### config.mk
export PLATFORM = sky130hd
export DESIGN_NAME = light_readout
export DESIGN_NICKNAME = d
export VERILOG_FILES = /design/src/rtl/light_pkg.sv /design/src/rtl/light_readout.sv /design/src/rtl/integ_timer.sv
export SDC_FILE = /design/constraint.sdc
export NUM_CORES = 1
export LEC_CHECK = 0
export BUFFER_PORTS_ARGS = -buffer_cell sky130_fd_sc_hd__buf_4
export CAP_MARGIN = 25
export CORE_MARGIN = 8
export CORE_UTILIZATION = 30
export DETAILED_ROUTE_END_ITERATION = 16
export GPL_ROUTABILITY_DRIVEN = 0
export SKIP_CTS_REPAIR_TIMING = 1
export SLEW_MARGIN = 0
export SYNTH_ARGS = -nofsm -noshare
export SYNTH_HDL_FRONTEND = slang
export SYNTH_SLANG_ARGS = --single-unit
### constraint.sdc
create_clock -name ref_clk -period 8.61 [get_ports ref_clk]
set_input_delay 0 -clock ref_clk [delete_from_list [all_inputs] [get_ports ref_clk]]
set_output_delay 0 -clock ref_clk [all_outputs]
set_load 0.005 [all_outputs]
### src/rtl/light_pkg.sv
package light_pkg;

    // ----------------------------------------------------------------
    // Register offsets
    // ----------------------------------------------------------------
    localparam logic [7:0] OFS_MODE_PERSIST = 8'h00;
    localparam logic [7:0] OFS_RANGE_RES = 8'h01;
    localparam logic [7:0] OFS_RESULT_LO = 8'h02;
    localparam logic [7:0] OFS_RESULT_HI = 8'h03;
    localparam logic [7:0] OFS_LOWER_LO = 8'h04;
    localparam logic [7:0] OFS_LOWER_HI = 8'h05;
    localparam logic [7:0] OFS_UPPER_LO = 8'h06;
    localparam logic [7:0] OFS_UPPER_HI = 8'h07;
    localparam logic [7:0] OFS_TEST = 8'h08;

    // ----------------------------------------------------------------
    // Reset values
    // ----------------------------------------------------------------
    localparam logic [7:0] RST_MODE_PERSIST = 8'h00;
    localparam logic [7:0] RST_RANGE_RES = 8'h00;
    localparam logic [7:0] RST_RESULT = 8'h00;
    localparam logic [7:0] RST_LOWER = 8'h00;
    localparam logic [7:0] RST_UPPER = 8'hff;

    // ----------------------------------------------------------------
    // Field positions
    // ----------------------------------------------------------------
    localparam int POS_PERSIST = 0;
    localparam int POS_FLAG = 2;
    localparam int POS_MODE = 5;
    localparam int POS_FULLSCALE = 0;
    localparam int POS_RES = 2;

    // Operating mode codes.
    localparam logic [2:0] MODE_OFF = 3'h0;
    localparam logic [2:0] MODE_ALS_ONCE = 3'h1;
    localparam logic [2:0] MODE_IR_ONCE = 3'h2;
    localparam logic [2:0] MODE_ALS_CONT = 3'h5;
    localparam logic [2:0] MODE_IR_CONT = 3'h6;

    // ----------------------------------------------------------------
    // Timing: oscillator cycles per conversion and oscillator rate
    // ----------------------------------------------------------------
    localparam int CLK_HZ = 25_000_000;
    localparam int OSC_HZ = 725_000;
    localparam int OSC_DIV = CLK_HZ / OSC_HZ;
    localparam int CYC_RES16 = 65_536;
    localparam int CYC_RES12 = 4_096;
    localparam int CYC_RES8 = 256;
    localparam int CYC_RES4 = 16;

    // Register port request as issued by the serial engine.
    typedef struct packed {
        logic wr;
        logic rd;
        logic [7:0] addr;
        logic [7:0] wdata;
    } reg_req_t;

endpackage

### src/rtl/light_readout.sv
`timescale 1ns/1ps
// Contract
// - Range/resolution register low nibble, upper zero.
// - Range code selects one of four scales; the logic only stores it, no port carries it.
// - Resolution code sets cycles and result width.
// - Resolution change also changes integration period.
// - Integration lasts two-to-n oscillator periods.
// - Only sixteen-bit setting rejects mains flicker.
// - Result bytes at 0x02/0x03, read-only.
// - Result right-aligned from bit zero.
// - Result updated per conversion, zero after reset.
// - Result at or below lower threshold interrupts.
// - Result at or above upper threshold interrupts.
// - Thresholds are byte pairs, low byte even.
// - Lower threshold resets 0x00, upper 0xff.
// - Test register reads zero, host writes zero.
// - Persistence needs 1, 4, 8, 16 hits.
// - Active-low interrupt and flag clear on read.
// - Three-bit mode selects off, once, continuous.
module light_readout
    import light_pkg::*;
#(
    parameter int CYC16 = CYC_RES16
) (
    // Clock and reset
    input wire logic ref_clk,
    input wire logic rst,
    // Register port from the serial engine
    input wire reg_req_t req,
    output logic [7:0] rdata_r,
    // Analog front end
    input wire logic [15:0] sample,
    output logic meas_ir_r,
    output logic integrating_r,
    // Interrupt pin
    output logic int_n_r
);

    typedef enum logic [1:0] {
        ST_IDLE = 2'b01,
        ST_RUN = 2'b10
    } conv_state_t;

    conv_state_t state_r;
    logic [2:0] mode_r;
    logic [1:0] persist_r;
    logic [7:0] range_res_r;
    logic [15:0] result_r;
    logic [15:0] lower_r;
    logic [15:0] upper_r;
    logic flag_r;
    logic flag_nxt;
    logic single_pend_r;
    logic [4:0] hit_cnt_r;
    logic start;
    logic abort;
    logic done;
    logic outside;
    logic hit_now;
    logic als_done;
    logic [15:0] captured;
    logic [15:0] result_vis;
    logic [1:0] res_sel;

    // Mode decoding shared by the sequencer and the window check.
    function automatic logic mode_runs(input logic [2:0] m);
        mode_runs = (m == MODE_ALS_ONCE) || (m == MODE_IR_ONCE) ||
                    (m == MODE_ALS_CONT) || (m == MODE_IR_CONT);
    endfunction

    function automatic logic mode_is_ir(input logic [2:0] m);
        mode_is_ir = (m == MODE_IR_ONCE) || (m == MODE_IR_CONT);
    endfunction

    function automatic logic mode_is_cont(input logic [2:0] m);
        mode_is_cont = (m == MODE_ALS_CONT) || (m == MODE_IR_CONT);
    endfunction

    // Keeps only the bits that the given resolution produces.
    function automatic logic [15:0] width_mask(input logic [1:0] r);
        case (r)
            2'b00: width_mask = 16'hffff;
            2'b01: width_mask = 16'h0fff;
            2'b10: width_mask = 16'h00ff;
            default: width_mask = 16'h000f;
        endcase
    endfunction

    function automatic logic [4:0] persist_need(input logic [1:0] p);
        case (p)
            2'b00: persist_need = 5'h01;
            2'b01: persist_need = 5'h04;
            2'b10: persist_need = 5'h08;
            default: persist_need = 5'h10;
        endcase
    endfunction

    function automatic logic is_wr(input reg_req_t q, input logic [7:0] a);
        is_wr = q.wr && (q.addr == a);
    endfunction

    // ----------------------------------------------------------------
    // Control registers
    // ----------------------------------------------------------------
    assign res_sel = range_res_r[POS_RES +: 2];

    // Mode and persistence; the flag bit is status and not writable.
    always_ff @(posedge ref_clk or posedge rst) begin
        if (rst) begin
            mode_r <= RST_MODE_PERSIST[POS_MODE +: 3];
            persist_r <= RST_MODE_PERSIST[POS_PERSIST +: 2];
        end else if (is_wr(req, OFS_MODE_PERSIST)) begin
            mode_r <= req.wdata[POS_MODE +: 3];
            persist_r <= req.wdata[POS_PERSIST +: 2];
        end
    end

    // Range code drives no output; the logic only stores it for read-back.
    always_ff @(posedge ref_clk or posedge rst) begin
        if (rst) begin
            range_res_r <= RST_RANGE_RES;
        end else if (is_wr(req, OFS_RANGE_RES)) begin
            range_res_r <= {4'h0, req.wdata[3:0]};
        end
    end

    // Threshold byte pairs, even offset being the low byte.
    always_ff @(posedge ref_clk or posedge rst) begin
        if (rst) begin
            lower_r <= {RST_LOWER, RST_LOWER};
            upper_r <= {RST_UPPER, RST_UPPER};
        end else begin
            if (is_wr(req, OFS_LOWER_LO)) lower_r[7:0] <= req.wdata;
            if (is_wr(req, OFS_LOWER_HI)) lower_r[15:8] <= req.wdata;
            if (is_wr(req, OFS_UPPER_LO)) upper_r[7:0] <= req.wdata;
            if (is_wr(req, OFS_UPPER_HI)) upper_r[15:8] <= req.wdata;
        end
    end

    // ----------------------------------------------------------------
    // Conversion sequencer
    // ----------------------------------------------------------------
    // A new resolution or mode aborts the conversion, so a result is
    // never built from a mix of two integration lengths.
    assign abort = (state_r == ST_RUN) && (is_wr(req, OFS_RANGE_RES) ||
                   (is_wr(req, OFS_MODE_PERSIST) && req.wdata[POS_MODE +: 3] != mode_r));
    assign start = (state_r == ST_IDLE) && !req.wr && mode_runs(mode_r) &&
                   (mode_is_cont(mode_r) || single_pend_r);

    always_ff @(posedge ref_clk or posedge rst) begin
        if (rst) begin
            state_r <= ST_IDLE;
        end else begin
            case (state_r)
                ST_IDLE: begin
                    if (start) state_r <= ST_RUN;
                end
                ST_RUN: begin
                    if (abort || done) state_r <= ST_IDLE;
                end
                default: state_r <= ST_IDLE;
            endcase
        end
    end

    // A single-shot mode converts once per write, then powers down.
    always_ff @(posedge ref_clk or posedge rst) begin
        if (rst) begin
            single_pend_r <= 1'b0;
        end else if (is_wr(req, OFS_MODE_PERSIST)) begin
            single_pend_r <= mode_runs(req.wdata[POS_MODE +: 3]) &&
                             !mode_is_cont(req.wdata[POS_MODE +: 3]);
        end else if (start) begin
            single_pend_r <= 1'b0;
        end
    end

    // Front end controls: integrate window and channel select.
    always_ff @(posedge ref_clk or posedge rst) begin
        if (rst) begin
            integrating_r <= 1'b0;
            meas_ir_r <= 1'b0;
        end else begin
            integrating_r <= (state_r == ST_RUN) ? !(abort || done) : start;
            meas_ir_r <= mode_is_ir(mode_r);
        end
    end

    // Only the sixteen-bit period spans whole mains cycles, so shorter
    // settings trade flicker rejection for speed.
    integ_timer #(
        .CYC16(CYC16),
        .DIV(OSC_DIV)
    ) integ_timer_i (
        .clk(ref_clk),
        .rst(rst),
        .start(start),
        .abort(abort),
        .res_sel(res_sel),
        .done(done)
    );

    // ----------------------------------------------------------------
    // Result and window comparison
    // ----------------------------------------------------------------
    assign captured = sample & width_mask(res_sel);
    assign als_done = done && (state_r == ST_RUN) && !mode_is_ir(mode_r);
    assign outside = (captured <= lower_r) || (captured >= upper_r);
    assign hit_now = als_done && outside && ((hit_cnt_r + 5'h01) >= persist_need(persist_r));

    // Result has no write path at all; host writes there are dropped.
    always_ff @(posedge ref_clk or posedge rst) begin
        if (rst) begin
            result_r <= {RST_RESULT, RST_RESULT};
        end else if (done && state_r == ST_RUN) begin
            result_r <= captured;
        end
    end

    // Consecutive out-of-window count, saturating at the largest need.
    always_ff @(posedge ref_clk or posedge rst) begin
        if (rst) begin
            hit_cnt_r <= 5'h00;
        end else if (als_done) begin
            if (!outside) begin
                hit_cnt_r <= 5'h00;
            end else if (hit_cnt_r != 5'h10) begin
                hit_cnt_r <= hit_cnt_r + 5'h01;
            end
        end
    end

    // Flag is sticky until mode register is read; a new hit wins.
    always_comb begin
        flag_nxt = flag_r;
        if (req.rd && req.addr == OFS_MODE_PERSIST) flag_nxt = 1'b0;
        if (hit_now) flag_nxt = 1'b1;
    end

    always_ff @(posedge ref_clk or posedge rst) begin
        if (rst) begin
            flag_r <= 1'b0;
            int_n_r <= 1'b1;
        end else begin
            flag_r <= flag_nxt;
            int_n_r <= !flag_nxt;
        end
    end

    // ----------------------------------------------------------------
    // Read data
    // ----------------------------------------------------------------
    // Result is masked again on read so a narrower resolution chosen
    // after a conversion never exposes old high-order bits.
    assign result_vis = result_r & width_mask(res_sel);

    // Read data is registered at the edge that takes the strobe.
    always_ff @(posedge ref_clk or posedge rst) begin
        if (rst) begin
            rdata_r <= 8'h00;
        end else if (req.rd) begin
            case (req.addr)
                OFS_MODE_PERSIST: rdata_r <= {mode_r, 2'b00, flag_r, persist_r};
                OFS_RANGE_RES: rdata_r <= range_res_r;
                OFS_RESULT_LO: rdata_r <= result_vis[7:0];
                OFS_RESULT_HI: rdata_r <= result_vis[15:8];
                OFS_LOWER_LO: rdata_r <= lower_r[7:0];
                OFS_LOWER_HI: rdata_r <= lower_r[15:8];
                OFS_UPPER_LO: rdata_r <= upper_r[7:0];
                OFS_UPPER_HI: rdata_r <= upper_r[15:8];
                default: rdata_r <= 8'h00;
            endcase
        end
    end
endmodule

### src/rtl/integ_timer.sv
`timescale 1ns/1ps
module integ_timer
    import light_pkg::*;
#(
    parameter int CYC16 = CYC_RES16,
    parameter int DIV = OSC_DIV
) (
    // Clock and reset
    input wire logic clk,
    input wire logic rst,
    // Control
    input wire logic start,
    input wire logic abort,
    input wire logic [1:0] res_sel,
    // Status
    output logic done
);

    logic [7:0] div_cnt_r;
    logic tick;
    logic [16:0] cyc_cnt_r;
    logic active_r;

    // Last oscillator cycle index, cycles per conversion minus one, for each resolution code.
    function automatic logic [16:0] cycles_last(input logic [1:0] r);
        case (r)
            2'b00: cycles_last = 17'(CYC16 - 1);
            2'b01: cycles_last = 17'(CYC_RES12 - 1);
            2'b10: cycles_last = 17'(CYC_RES8 - 1);
            default: cycles_last = 17'(CYC_RES4 - 1);
        endcase
    endfunction

    // ----------------------------------------------------------------
    // Oscillator enable divider
    // ----------------------------------------------------------------
    // Free running, so a conversion starts at any phase of the oscillator period.
    always_ff @(posedge clk or posedge rst) begin
        if (rst) begin
            div_cnt_r <= 8'h00;
        end else if (div_cnt_r == 8'(DIV - 1)) begin
            div_cnt_r <= 8'h00;
        end else begin
            div_cnt_r <= div_cnt_r + 8'h01;
        end
    end

    assign tick = (div_cnt_r == 8'(DIV - 1));

    // Integration counts two to the n oscillator ticks; the first period after start may be partial.
    always_ff @(posedge clk or posedge rst) begin
        if (rst) begin
            active_r <= 1'b0;
            cyc_cnt_r <= 17'h00000;
            done <= 1'b0;
        end else begin
            done <= 1'b0;
            if (abort) begin
                active_r <= 1'b0;
            end else if (start) begin
                active_r <= 1'b1;
                cyc_cnt_r <= 17'h00000;
            end else if (active_r && tick) begin
                if (cyc_cnt_r == cycles_last(res_sel)) begin
                    active_r <= 1'b0;
                    done <= 1'b1;
                end else begin
                    cyc_cnt_r <= cyc_cnt_r + 17'h00001;
                end
            end
        end
    end
endmodule

==> results.sh, run 1 <==
export IMPL_grt_max_degree=67
export IMPL_worstHoldEndpoint="result_r[0]$_DFFE_PP0P_"
export IMPL_fin_nets=752
export IMPL_grt_pass1_vias=4674
export IMPL_rr_worst_depth=10
export IMPL_postLayoutSetupSlackWorst_ns=5.27
export IMPL_ant_nets=0
export IMPL_crit_arrival_ns=3.59
export IMPL_num_fill_cells=2056
export IMPL_root_buffer="clkbuf_16"
export IMPL_synth_area_top_cells="dfrtp_1 (36%), ha_1 (8.7%), dfstp_2 (7.8%), mux2_2 (7.3%), nand2_1 (3.4%)"
export IMPL_diodes=0
export IMPL_cts_tree="built"
export IMPL_die_h_um=158
export IMPL_skew_ns=0.00580
export IMPL_grt_first_pass_wirelength_mm=25.1
export IMPL_maxSlewHeadroom_pct=31.9
export IMPL_power_density_nw_per_um2=153
export IMPL_cp_start_kind="register"
export IMPL_reg2reg_from="range_res_r[3]$_DFFE_PP0P_"
export IMPL_die_w_um=158
export IMPL_io_buffers=46
export IMPL_syn_area_um2=6040
export IMPL_synth_most_common_cell="dfrtp_1"
export IMPL_clock_sinks=104
export IMPL_path_clk_slew_ns=0.07
export IMPL_seq_area_um2=2630
export IMPL_synth_top_cell_area_share_pct=35.6
export IMPL_viasPerCell=4.88
export IMPL_synth_top_area_cell="dfrtp_1"
export IMPL_power_total_mw=1.10
export IMPL_drtIter0Drc=314
export IMPL_vias=4631
export IMPL_synth_seq_area_share_pct=43.4
export IMPL_die_area_um2=24900
export IMPL_clockBufferDepth=2
export IMPL_crit_path_end_kind="register"
export IMPL_min_period_ns=3.34
export IMPL_io_pins=47
export IMPL_vdd_ir_drop_max_uv=97.4
export IMPL_hp_class="input pin to register"
export IMPL_setup_tns_ns=0
export IMPL_p_leak_nw=3.29
export IMPL_synth_cell_types=59
export IMPL_setup_viol=0
export IMPL_hold_violations=0
export IMPL_initial_core_util_pct=30.2
export IMPL_wl_per_cell_um=16.4
export IMPL_layout_cells_non_filler=949
export IMPL_synth_ff_type="dfrtp_1"
export IMPL_grt_overflow=0
export IMPL_fmax_mhz=299
export IMPL_crit_path_max_fanout=13
export IMPL_synth_common_cells="dfrtp_1 (86), nand2_1 (54), inv_1 (49), nor2_1 (49), ha_1 (42)"
export IMPL_worstHoldPathCells=3
export IMPL_final_max_slew_viol_count=0
export IMPL_cap_violations=0
export IMPL_htreeDepth=3
export IMPL_r2r_slack_ns=5.27
export IMPL_grt_usage_pct=13.1
export IMPL_clk_latency_ns=0.35
export IMPL_worst_pin_slew_ns=1.02
export IMPL_rr_endpoint="hit_cnt_r[2]$_DFFE_PP0P_"
export IMPL_hold_start="sample[0]"
export IMPL_fin_crit_sh_pct=38.8
export IMPL_async_reset_ff_share_pct=100
export IMPL_wl_mm=15.6
export IMPL_drc=0
export IMPL_dp_hpwl_mm=11.3
export IMPL_rsz0062_at_grt="no"
export IMPL_row_count=52
export IMPL_antenna_found_initial=0
export IMPL_core_area_um2=20000
export IMPL_drt_pass1_iterations=5
export IMPL_crit_required_ns=8.86
export IMPL_multi_input_area_um2=3160
export IMPL_dp_cells=916
export IMPL_synth_nets=694
export IMPL_worst_setup_path_type="register to register"
export IMPL_place_ws_ns=5.32
export IMPL_outcome="complete, no violations"
export IMPL_synth_edff_count=0
export IMPL_avgSynthCellArea_um2=9.81
export IMPL_drive_gt1_share_pct=20.2
export IMPL_ys_warn_count=0
export IMPL_cts_buffers=9
export IMPL_area_growth_pct=18.7
export IMPL_ys_seq_elements=104
export IMPL_synth_cells=616
[placed cells by master, fill, tap and decap left out, drive strengths merged, types with 3 or more instances in the layout]
master / netlist / routed
a21boi: 3 / 3
a21o: 4 / 4
a21oi: 29 / 29
a221oi: 7 / 7
a31o: 4 / 4
and2: 11 / 11
and3: 10 / 10
buf: 3 / 51
clkbuf: 15 / 10
clkinv: 0 / 3
dfrtp: 86 / 86
dfstp: 18 / 18
dlygate4sd3: 0 / 13
ha: 42 / 42
inv: 49 / 51
mux2: 39 / 39
mux2i: 16 / 16
nand2: 54 / 54
nand2b: 10 / 10
nand3: 29 / 29
nand3b: 3 / 3
nand4: 12 / 12
nor2: 49 / 49
nor2b: 7 / 7
nor3: 10 / 10
nor4: 4 / 4
o21a: 3 / 3
o21ai: 34 / 34
o22ai: 5 / 5
o31ai: 3 / 3
or4: 3 / 3
xnor2: 15 / 15
xor2: 14 / 14
[state kept, by name, summed over array words and instances (netlist names)]
name,flops
hit_cnt_r,5
rdata_r,8
integ_timer_i.cyc_cnt_r,17
integrating_r,1
integ_timer_i.active_r,1
lower_r,16
flag_r,1
upper_r,16
result_r,16
meas_ir_r,1
integ_timer_i.div_cnt_r,8
state_r,2
integ_timer_i.done,1
int_n_r,1
single_pend_r,1
range_res_r,4
persist_r,2
mode_r,3
[worst max-delay path, cell delays in order (launching register included)]
cell	delay, ns
dfrtp_1	0.62
nor2_1	0.19
and2_1	0.23
ha_1	0.32
and3_1	0.17
nand3_1	0.10
nor3_1	0.29
o31ai_1	0.14
a2111oi_2	0.81
o21ai_0	0.17
a21o_1	0.20
[logic make-up (layout without fill, tap and decap cells)]
logic type               Yosys count  count (layout)  share of synthesized area [%]
buffers and inverters             67             130                           4.31
multiplexers                      56              56                           10.3
adder cells (fa/ha/maj)           44              44                           9.03
AO/OA/AOI/OAI                    106             106                           11.1
AND/OR/NAND/NOR                  210             210                           17.6
flip-flops                       104             104                           43.4
XOR/XNOR                          29              29                           4.20
[worst max-delay path by stage]
stage	startpoint	to	slack, ns	cells after the start
after floorplan	range_res_r[3]$_DFFE_PP0P_	hit_cnt_r[2]$_DFFE_PP0P_	5.87	11
after global placement	range_res_r[3]$_DFFE_PP0P_	hit_cnt_r[2]$_DFFE_PP0P_	5.46	10
after detailed placement	range_res_r[3]$_DFFE_PP0P_	hit_cnt_r[2]$_DFFE_PP0P_	5.32	10
after CTS	range_res_r[3]$_DFFE_PP0P_	hit_cnt_r[2]$_DFFE_PP0P_	5.31	10
after global routing	range_res_r[3]$_DFFE_PP0P_	hit_cnt_r[2]$_DFFE_PP0P_	5.11	10
final	range_res_r[3]$_DFFE_PP0P_	hit_cnt_r[2]$_DFFE_PP0P_	5.27	10
[power breakdown]
group	total [mW]	internal [mW]	switching, mW
Clock	0.454	0.259	0.196
Sequential	0.517	0.506	0.0115
Combinational	0.125	0.0543	0.0707
[per-layer routing]
metal	wire length [µm]	GRT usage [%]	vias to the layer above
met5	0	0	-
met1	6970	15.9	2254
li1	-	-	2274
met2	7580	22.2	88
met3	697	3.52	15
met4	299	3.76	0
[layout make-up]
cell class	count	share of cell area [%]
clock buffers	9	3.14
multi-input cells	445	44.0
clock inverters	7	1.45
well taps	270	4.71
repair buffers	65	7.50
inverters	49	2.60
flip-flops and latches	104	36.6
[metrics by stage]
step / utilization [%] / hold WS (ns) / instance area (µm²)
finish: 35.9 / 0.0188 / 7170
global route: 35.9 / 0.0415 / 7170
floorplan: - / 0.109 / 6040
CTS: 35.0 / -0.304 / 7000
global placement: 33.4 / 0.0823 / 6670
detailed placement: 33.4 / 0.0821 / 6670
Power figures use the tool's default switching activity.
==> run 2: changes to the inputs <==
==> constraint.sdc (replaced) <==
create_clock -name ref_clk -period 3 [get_ports ref_clk]
set_input_delay 0 -clock ref_clk [delete_from_list [all_inputs] [get_ports ref_clk]]
set_output_delay 0 -clock ref_clk [all_outputs]
set_load 0.005 [all_outputs]
==> results.sh, run 2 (synthesized netlist as in run 1, its figures left out) <==
export IMPL_final_max_slew_viol_count=0
export IMPL_cp_start_kind="register"
export IMPL_hold_violations=1
export IMPL_die_h_um=158
export IMPL_setup_viol=0
export IMPL_cap_violations=0
export IMPL_die_w_um=158
export IMPL_power_total_mw=3.01
export IMPL_utilization_pct=36.0
export IMPL_drt_pass1_iterations=4
export IMPL_antenna_found_initial=0
export IMPL_path_clk_slew_ns=0.07
export IMPL_crit_slowest_cell="dfrtp_1"
export IMPL_p_leak_nw=3.30
export IMPL_dp_cells=928
export IMPL_crit_arrival_ns=3.07
export IMPL_clockBufferDepth=2
export IMPL_cts_buffers=9
export IMPL_drc=0
export IMPL_viasPerCell=4.87
export IMPL_setup_tns_ns=0
export IMPL_fin_nets=760
export IMPL_grt_max_degree=64
export IMPL_grt_usage_pct=13.1
export IMPL_dp_hpwl_mm=11.7
export IMPL_path_cells="nor2_2 -> and2_1 -> ha_1 -> and3_1 -> nand3_1 -> nor3_1 -> o31ai_1 -> a2111oi_2 -> buf_4 -> o21ai_0 -> a21o_1"
export IMPL_vias=4662
export IMPL_area_growth_pct=19.0
export IMPL_largest_reg_flops=17
export IMPL_root_buffer="clkbuf_16"
export IMPL_drive_gt1_share_pct=21.3
export IMPL_clock_sinks=104
export IMPL_postLayoutSetupSlackWorst_ns=0.175
export IMPL_io_buffers=46
export IMPL_fmax_mhz=354
export IMPL_slowest_delay_ns=0.53
export IMPL_fin_crit_sh_pct=94.2
export IMPL_vdd_ir_drop_max_uv=241
export IMPL_skew_ns=0.00972
export IMPL_clk_latency_ns=0.36
export IMPL_wl_per_cell_um=16.2
export IMPL_top_register="integ_timer_i.cyc_cnt_r"
export IMPL_worst_setup_path_type="register to register"
export IMPL_maxSlewHeadroom_pct=45.6
export IMPL_worst_pin_slew_ns=0.816
export IMPL_violations="hold timing"
export IMPL_htreeDepth=3
export IMPL_die_area_um2=24900
export IMPL_crit_path_max_fanout=11
export IMPL_crit_path_end_kind="register"
export IMPL_initial_core_util_pct=30.2
export IMPL_cts_tree="built"
export IMPL_layout_cells_non_filler=957
export IMPL_grt_overflow=0
export IMPL_row_count=52
export IMPL_wl_mm=15.5
export IMPL_grt_first_pass_wirelength_mm=25.3
export IMPL_io_pins=47
export IMPL_crit_required_ns=3.25
export IMPL_core_area_um2=20000
export IMPL_outcome="complete, but fails checks"
export IMPL_place_ws_ns=0.187
export IMPL_rsz0062_at_grt="no"
export IMPL_power_density_nw_per_um2=418
export IMPL_grt_pass1_vias=4690
export IMPL_holdWs_ns=-0.00851
export IMPL_ant_nets=0
export IMPL_mostFrequentLayoutCells="dfrtp_1 (86), buf_4 (59), nand2_1 (54)"
export IMPL_hp_class="input pin to register"
export IMPL_drtIter0Drc=248
export IMPL_final_common_cell="dfrtp_1"
export IMPL_min_period_ns=2.83
export IMPL_diodes=0
run 2: through the flow:
stage	hold slack (ns)	instance area, µm²
2_1_floorplan	0.109	6040
6_report	-0.00851	7190
3_3_place_gp	0.229	6770
4_1_cts	-0.170	7060
5_1_grt	0.0494	7190
3_5_place_dp	0.231	6770
run 2: layer usage:
metal,part of all wire (%),global-route usage (%),routed length (µm),vias to the layer above
met5,0,0,0,-
met3,4.0,3.19,615,18
met1,45,16.0,7010,2268
li1,-,-,-,2300
met2,49,21.9,7590,76
met4,2.0,4.94,316,0
run 2: final cells by class:
| cell class | instances | area [µm²] |
|---|---|---|
| Clock inverter | 6 | 51.3 |
| Sequential cell | 104 | 2630 |
| Tap cell | 270 | 338 |
| Clock buffer | 10 | 239 |
| Fill cell | 2026 | 12800 |
| Inverter | 49 | 186 |
| Multi-Input combinational cell | 445 | 3160 |
| Timing Repair Buffer | 73 | 593 |
run 2: path summary, 6_finish.rpt:
| check | start | to | slack [ns] | cells after the start |
|---|---|---|---|---|
| worst max-delay path | range_res_r[3]$_DFFE_PP0P_ | hit_cnt_r[2]$_DFFE_PP0P_ | 0.17 | 11 |
| worst min-delay path | sample[0] | result_r[0]$_DFFE_PP0P_ | -0.009 | 3 |
| worst max register to register | range_res_r[3]$_DFFE_PP0P_ | hit_cnt_r[2]$_DFFE_PP0P_ | 0.17 | 11 |
| worst min register to register | integ_timer_i.div_cnt_r[7]$_DFF_PP0_ | integ_timer_i.div_cnt_r[7]$_DFF_PP0_ | 0.48 | 1 |
| max in group asynchronous | rst | upper_r[12]$_DFFE_PP1P_ | 1.86 | 4 |
| min in group asynchronous | rst | integ_timer_i.div_cnt_r[3]$_DFF_PP0_ | 0.38 | 3 |
run 2: power by group:
part / switching [mW] / internal [mW] / leakage (nW) / total, mW
Combinational: 0.204 / 0.162 / 1.89 / 0.366
Clock: 0.560 / 0.598 / 0.134 / 1.16
Sequential: 0.0331 / 1.45 / 1.28 / 1.49
Total: 0.797 / 2.21 / 3.30 / 3.01
run 2: worst max-delay path, delay by kind of cell (launching register included):
| kind | cells | cell delay (ns) |
|---|---|---|
| AND/OR/NAND/NOR | 5 | 0.86 |
| AO/OA/AOI/OAI | 4 | 0.81 |
| flip-flops | 1 | 0.53 |
| adder cells (fa/ha/maj) | 1 | 0.32 |
| buffers and inverters | 1 | 0.21 |
